File: config.mk
export PLATFORM = sky130hd
export DESIGN_NAME = receive_reassembly_engine_event_logger
export DESIGN_NICKNAME = d
export VERILOG_FILES = /design/src/receive_reassembly_engine_event_pkg.sv /design/src/event_slot.sv /design/src/receive_reassembly_engine_event_logger.sv
export VERILOG_INCLUDE_DIRS = /design/src /design/src/src
export SDC_FILE = /design/constraint.sdc
export NUM_CORES = 1
export LEC_CHECK = 0
export ABC_CLOCK_PERIOD_IN_PS = 6200
export BUFFER_PORTS_ARGS = -buffer_cell sky130_fd_sc_hd__buf_4
export CORE_MARGIN = 2
export CORE_UTILIZATION = 55
export DETAILED_ROUTE_END_ITERATION = 16
export PLACE_DENSITY_LB_ADDON = 0.05
export SLEW_MARGIN = 20
export SYNTH_ARGS = -nofsm -noshare
export SYNTH_HDL_FRONTEND = slang
export SYNTH_SLANG_ARGS = --single-unit
File: constraint.sdc
create_clock -name core_clk -period 6.2 [get_ports core_clk]
set_input_delay 0.93 -clock core_clk [delete_from_list [all_inputs] [get_ports core_clk]]
set_output_delay 0.93 -clock core_clk [all_outputs]
set_load 0.005 [all_outputs]
File: src/receive_reassembly_engine_event_defs.svh
`ifndef RECEIVE_REASSEMBLY_ENGINE_EVENT_DEFS_SVH
`define RECEIVE_REASSEMBLY_ENGINE_EVENT_DEFS_SVH
// Summary of operation
// - misc error selected or test force loads misc source with structure address bits 15:0.
// - unselected misc error types leave the misc source register untouched.
// - misc counter increments on every cycle that a selected status error flag 9:5 is set.
// - test force bit also increments the misc counter without any real error.
// - write underrun or test force loads underrun source with structure address.
// - underrun counter increments once per write underrun and on test force.
// - write overrun or test force loads overrun source with structure address.
// - overrun counter increments once per write overrun and on test force.
// - counter rollover sets status flag 12, 13 or 14; writing one clears it.
// - test force bit 15 forces every event, driving counters and source loads.

// register offsets on the host port
`define MISC_SRC_OFS   16'h3010
`define MISC_CNT_OFS   16'h3012
`define UNDER_SRC_OFS  16'h3020
`define UNDER_CNT_OFS  16'h3022
`define OVER_SRC_OFS   16'h3030
`define OVER_CNT_OFS   16'h3032
`define STATUS_OFS     16'h3002

// field layout
`define EVT_WIDTH      16
`define MISC_SEL_W     5
`define ROLL_LSB       12
`define EVT_RESET      16'h0000
`define ROLL_RESET     3'h0

`endif

File: src/receive_reassembly_engine_event_pkg.sv
`include "receive_reassembly_engine_event_defs.svh"
package receive_reassembly_engine_event_pkg;

   // event classes, index into the slot arrays
   typedef enum logic [1:0] {
      CLASS_MISC  = 2'b00,
      CLASS_UNDER = 2'b01,
      CLASS_OVER  = 2'b10
   } event_class_t;

   // logger-level state
   typedef struct packed {
      logic [`EVT_WIDTH-1:0] rdata;
      logic [2:0]            roll;
   } logger_state_t;

endpackage : receive_reassembly_engine_event_pkg

File: src/event_slot.sv
`timescale 1ns/10ps
`include "receive_reassembly_engine_event_defs.svh"
module event_slot
   import receive_reassembly_engine_event_pkg::*;
#(
   parameter int W = `EVT_WIDTH
) (
   // clock and reset
   input  wire logic         core_clk,
   input  wire logic         sys_rst,
   // event side
   input  wire logic         hit,
   input  wire logic [W-1:0] src_in,
   // software writes
   input  wire logic         src_wr,
   input  wire logic         cnt_wr,
   input  wire logic [W-1:0] wdata,
   // stored values and wrap strobe
   output logic      [W-1:0] src,
   output logic      [W-1:0] cnt,
   output logic              wrap
);

   typedef struct packed {
      logic [W-1:0] src;
      logic [W-1:0] cnt;
   } slot_state_t;

   slot_state_t q;
   slot_state_t d;

   always_comb begin
      d = q;
      if (src_wr) begin
         d.src = wdata;
      end else if (hit) begin
         d.src = src_in;
      end
      if (cnt_wr) begin
         d.cnt = wdata;
      end else if (hit) begin
         d.cnt = q.cnt + 1'b1;
      end
   end

   always_ff @(posedge core_clk or posedge sys_rst) begin
      if (sys_rst) begin
         q <= '0;
      end else begin
         q <= d;
      end
   end

   // counter overflows on this increment
   assign wrap = hit & ~cnt_wr & (&q.cnt);
   assign src  = q.src;
   assign cnt  = q.cnt;

endmodule : event_slot

File: src/receive_reassembly_engine_event_logger.sv
`timescale 1ns/10ps
`include "receive_reassembly_engine_event_defs.svh"
module receive_reassembly_engine_event_logger
   import receive_reassembly_engine_event_pkg::*;
#(
   parameter int W     = `EVT_WIDTH,
   parameter int SEL_W = `MISC_SEL_W
) (
   // clock and reset
   input  wire logic             core_clk,
   input  wire logic             sys_rst,
   // host register port
   input  wire logic [15:0]      reg_addr,
   input  wire logic             reg_wr,
   input  wire logic             reg_rd,
   input  wire logic [15:0]      reg_wdata,
   output logic      [15:0]      reg_rdata,
   // receive control bits
   input  wire logic [SEL_W-1:0] misc_select,
   input  wire logic             test_force_bit,
   // error events from the reassembly engine
   input  wire logic [SEL_W-1:0] misc_error_set,
   input  wire logic [W-1:0]     misc_struct_addr,
   input  wire logic             underrun_event,
   input  wire logic [W-1:0]     underrun_struct_addr,
   input  wire logic             overrun_event,
   input  wire logic [W-1:0]     overrun_struct_addr,
   // rollover status flags
   output logic                  misc_rollover_flag,
   output logic                  underrun_rollover_flag,
   output logic                  overrun_rollover_flag
);

   ////////////////////////////////////////////////////////////////////////////////
   // address decode

   function automatic logic sel(input logic [15:0] a, input logic [15:0] ofs);
      return a == ofs;
   endfunction : sel

   localparam logic [15:0] SRC_OFS [3] = '{`MISC_SRC_OFS, `UNDER_SRC_OFS, `OVER_SRC_OFS};
   localparam logic [15:0] CNT_OFS [3] = '{`MISC_CNT_OFS, `UNDER_CNT_OFS, `OVER_CNT_OFS};

   logic [2:0]   hit;
   logic [2:0]   src_wr;
   logic [2:0]   cnt_wr;
   logic [2:0]   wrap;
   logic [W-1:0] src_in [3];
   logic [W-1:0] src    [3];
   logic [W-1:0] cnt    [3];
   logic         stat_wr;
   logic         misc_real;

   logger_state_t q;
   logger_state_t d;

   ////////////////////////////////////////////////////////////////////////////////
   // event qualification

   // only selected misc types count
   assign misc_real = |(misc_error_set & misc_select);

   // test force makes every class fire
   assign hit[CLASS_MISC]  = misc_real | test_force_bit;
   assign hit[CLASS_UNDER] = underrun_event | test_force_bit;
   assign hit[CLASS_OVER]  = overrun_event | test_force_bit;

   assign src_in[CLASS_MISC]  = misc_struct_addr;
   assign src_in[CLASS_UNDER] = underrun_struct_addr;
   assign src_in[CLASS_OVER]  = overrun_struct_addr;

   assign stat_wr = reg_wr & sel(reg_addr, `STATUS_OFS);

   ////////////////////////////////////////////////////////////////////////////////
   // one source and counter pair per class

   for (genvar i = 0; i < 3; i++) begin : g_slot
      assign src_wr[i] = reg_wr & sel(reg_addr, SRC_OFS[i]);
      assign cnt_wr[i] = reg_wr & sel(reg_addr, CNT_OFS[i]);

      event_slot #(
         .W (W)
      ) u_slot (
         .core_clk (core_clk),
         .sys_rst  (sys_rst),
         .hit      (hit[i]),
         .src_in   (src_in[i]),
         .src_wr   (src_wr[i]),
         .cnt_wr   (cnt_wr[i]),
         .wdata    (reg_wdata[W-1:0]),
         .src      (src[i]),
         .cnt      (cnt[i]),
         .wrap     (wrap[i])
      );
   end

   ////////////////////////////////////////////////////////////////////////////////
   // rollover flags and read data

   always_comb begin
      d = q;
      for (int i = 0; i < 3; i++) begin
         // set beats a same-cycle write-one clear
         if (wrap[i]) begin
            d.roll[i] = 1'b1;
         end else if (stat_wr && reg_wdata[`ROLL_LSB+i]) begin
            d.roll[i] = 1'b0;
         end
      end
      if (reg_rd) begin
         if (sel(reg_addr, `MISC_SRC_OFS)) begin
            d.rdata = src[CLASS_MISC];
         end else if (sel(reg_addr, `MISC_CNT_OFS)) begin
            d.rdata = cnt[CLASS_MISC];
         end else if (sel(reg_addr, `UNDER_SRC_OFS)) begin
            d.rdata = src[CLASS_UNDER];
         end else if (sel(reg_addr, `UNDER_CNT_OFS)) begin
            d.rdata = cnt[CLASS_UNDER];
         end else if (sel(reg_addr, `OVER_SRC_OFS)) begin
            d.rdata = src[CLASS_OVER];
         end else if (sel(reg_addr, `OVER_CNT_OFS)) begin
            d.rdata = cnt[CLASS_OVER];
         end else begin
            d.rdata = `EVT_RESET;
         end
      end
   end

   always_ff @(posedge core_clk or posedge sys_rst) begin
      if (sys_rst) begin
         q.rdata <= `EVT_RESET;
         q.roll  <= `ROLL_RESET;
      end else begin
         q <= d;
      end
   end

   assign reg_rdata              = q.rdata;
   assign misc_rollover_flag     = q.roll[CLASS_MISC];
   assign underrun_rollover_flag = q.roll[CLASS_UNDER];
   assign overrun_rollover_flag  = q.roll[CLASS_OVER];
endmodule : receive_reassembly_engine_event_logger

==> flow_summary.toml <==
[logic_synthesis]
syn-instance-count = 692
synth_common_cells = "dfrtp_1 (115), nor2_1 (101), a21oi_1 (100)"
synth_fp_nets = 792
synth_area_leaders = "dfrtp_1 (45%), mux2i_1 (13%), a21oi_1 (7.8%), nor2_1 (5.9%), xnor2_1 (3.8%)"
ys_ff_latch = 115
avgSynthCellArea_um2 = 9.31
yosysMostFrequentCell = "dfrtp_1"
yosysTopAreaCell = "dfrtp_1"
synth_top_area_share_pct = 44.7
synth_edf_count = 0
ys_types = 42
yosysWarnings = 0
synth_flop_cell = "dfrtp_1"
syn_area_um2 = 6440
async_reset_ff_share_pct = 100
yosysSeqAreaShare_pct = 44.7

[sta]
finalHoldViolations = 0
finalCriticalPeriod_ps = 3790
max_clock_freq_ghz = 0.264
slew_viol_final = 0
max_slew_margin_pct = 29.5
finalSetupViolCount = 0
tns_ps = 0
tightest_slew_ps = 1060
clock_skew_ps = 7.74
rsz0062_at_grt = "false"
layout_worst_path_cycle_share_pct = 61.1

[critical_path]
rr_endpoint = "g_slot[2].u_slot.cnt[14]$_DFFE_PP0P_"
r2r_slack_ps = 4340
r2r_start = "g_slot[2].u_slot.cnt[0]$_DFFE_PP0P_"
startpoint_type = "input pin"
startpoint = "reg_addr[4]"
r2r_cells = 6
cp_data_required_time_ps = 6450
crit_path_end_kind = "flop"
crit_arrival_ps = 4040
worstPathMaxFanout = 40
criticalPathCategory = "input pin to flop"

[layout]
register_area_um2 = 2880
drive_above_1_share_pct = 20.4
fin_area_um2 = 8030
antenna_cells = 0
nNetsFinal = 890
syn_to_final_growth_pct = 24.7
multi_input_area_um2 = 3370
final_cells = 946
nFillCells = 907

[clocking]
postCtsSetupBuffers = 0
cts_tree = "built"
cts-htree-levels = 4
clk_pin_slew_worst_paths_ps = 50
numClockSinks = 115
root_buffer = "clkbuf_16"
clk_latency_ps = 420
cts-hold-fix-buffers = 0
ctsResizeCount = 0
clockBufferDepth = 2
numCtsBuffers = 17

[place]
io_buffers = 115
dpl.hpwl_um = 13200
gp_congestion = 0.870
place_area_um2 = 7370
placed_cells = 914

[floorplan]
num_rows = 39
fp.dieArea_um2 = 12600
die_h_um = 112
die_w_um = 112
fp.coreArea_um2 = 11400
start_util_pct = 56.4
pin_count = 116

[power_and_ir_drop]
power_density_nw_per_um2 = 321
vdd_ir_drop_max_mv = 0.385
cellLeakagePower_nw = 3.53

[route]
drc_errors = 0
wl_per_cell_um = 19.7
first_pass_iters = 5
antenna_left = 0
wirelength_um = 18700
viasPerCell = 5.97
dr.first_iter.drc_count = 498
vias = 5647

[global_routing]
gr-total-overflow = 0
grt_pass1_wl_um = 29400
grt_usage_pct = 30.7
grt_pass1_vias = 5505
grt_max_degree = 72
antenna_found_initial = 0

[run_status]
status = "completed"

[hold_path]
min_from = "overrun_rollover_flag$_DFFE_PP0P_"
hold_end = "overrun_rollover_flag$_DFFE_PP0P_"
hold_depth = 2
holdCritPathClass = "flop to flop"

[run]
maxCapViolCount = 0
==> state kept, by name, indices dropped and copies added, names as in the netlist <==
name / cells
g_slot.u_slot.cnt: 48
g_slot.u_slot.src: 48
misc_rollover_flag: 1
overrun_rollover_flag: 1
reg_rdata: 16
underrun_rollover_flag: 1
==> worst max-delay path: stages <==
cell     delay, ps
buf_4          490
or4b_2         680
nor4_4         670
nand2_1        850
nor2_1         330
a21oi_1         70
==> logic make-up after synthesis <==
family / Yosys count / share of synthesized area [%]
flops: 115 / 44.7
buf+inv: 52 / 3.22
xor+xnor: 45 / 6.12
compound gates: 169 / 15.2
simple gates: 223 / 17.0
fa+ha+maj: 3 / 0.583
mux: 85 / 13.2
==> through the flow <==
step                      utilization (%)  power [W]  setup slack [ps]  hold slack [ps]
after floorplan                         -    0.00130              2230              488
after global placement               64.5    0.00145              2170              511
after detailed placement             64.5    0.00148              2030              514
after CTS                            70.3    0.00258              2470              528
after global routing                 70.4    0.00269              2180              581
final                                70.4    0.00258              2410              527
==> worst max-delay path by stage <==
stage / slack (ps) / end / depth (start not counted)
after floorplan: 2230 / g_slot[0].u_slot.cnt[0]$_DFFE_PP0P_ / 1
after global placement: 2170 / g_slot[0].u_slot.src[5]$_DFFE_PP0P_ / 6
after detailed placement: 2030 / g_slot[0].u_slot.src[13]$_DFFE_PP0P_ / 6
after CTS: 2470 / g_slot[0].u_slot.src[13]$_DFFE_PP0P_ / 6
after global routing: 2180 / g_slot[0].u_slot.src[13]$_DFFE_PP0P_ / 6
final: 2410 / g_slot[0].u_slot.src[11]$_DFFE_PP0P_ / 6
==> cell type report <==
cell class	count	area share, %
inverter	10	0.498
tap	143	2.23
multi-input combinational	525	41.9
clock buffer	23	6.07
clock inverter	9	2.16
sequential	115	35.8
timing repair buffer	121	11.3
==> placed cells by master, fill, tap and decap left out, drive strengths merged, types with 2 or more instances in the layout <==
cell type  synthesis  routed
nor2b              3       3
a2bb2oi           15      15
xnor2             28      28
xor2              17      17
nor4b              2       2
nand3b             2       2
mux2               2       2
clkbuf            33      23
or4                2       2
nand2b            13      13
nand3             19      19
ha                 3       3
nand4             14      14
nor3               9       9
nand2             31      31
nor2             101     101
o22ai             15      15
and2               3       3
clkinv             0       4
inv               10      10
o21ai             18      18
dfrtp            115     115
mux2i             83      83
a21oi            100     100
and3               4       4
a22oi              2       2
o211ai             3       3
nor3b              2       2
buf                9     121
nor4              11      11
bufinv             0       5
o21a              15      15
==> layer usage <==
layer  global-route usage (%)  part of all wire (%)
met1                     44.2                    44
met2                     46.4                    46
met3                     8.37                   8.1
met4                     7.64                   1.1
met5                        0                     0
==> where the power goes <==
group | switching, W | internal, W
registers | 0.000133 | 0.000865
clock network | 0.000342 | 0.000753
logic | 0.000240 | 0.000242
Note: power is estimated with default switching activity, not from simulation.
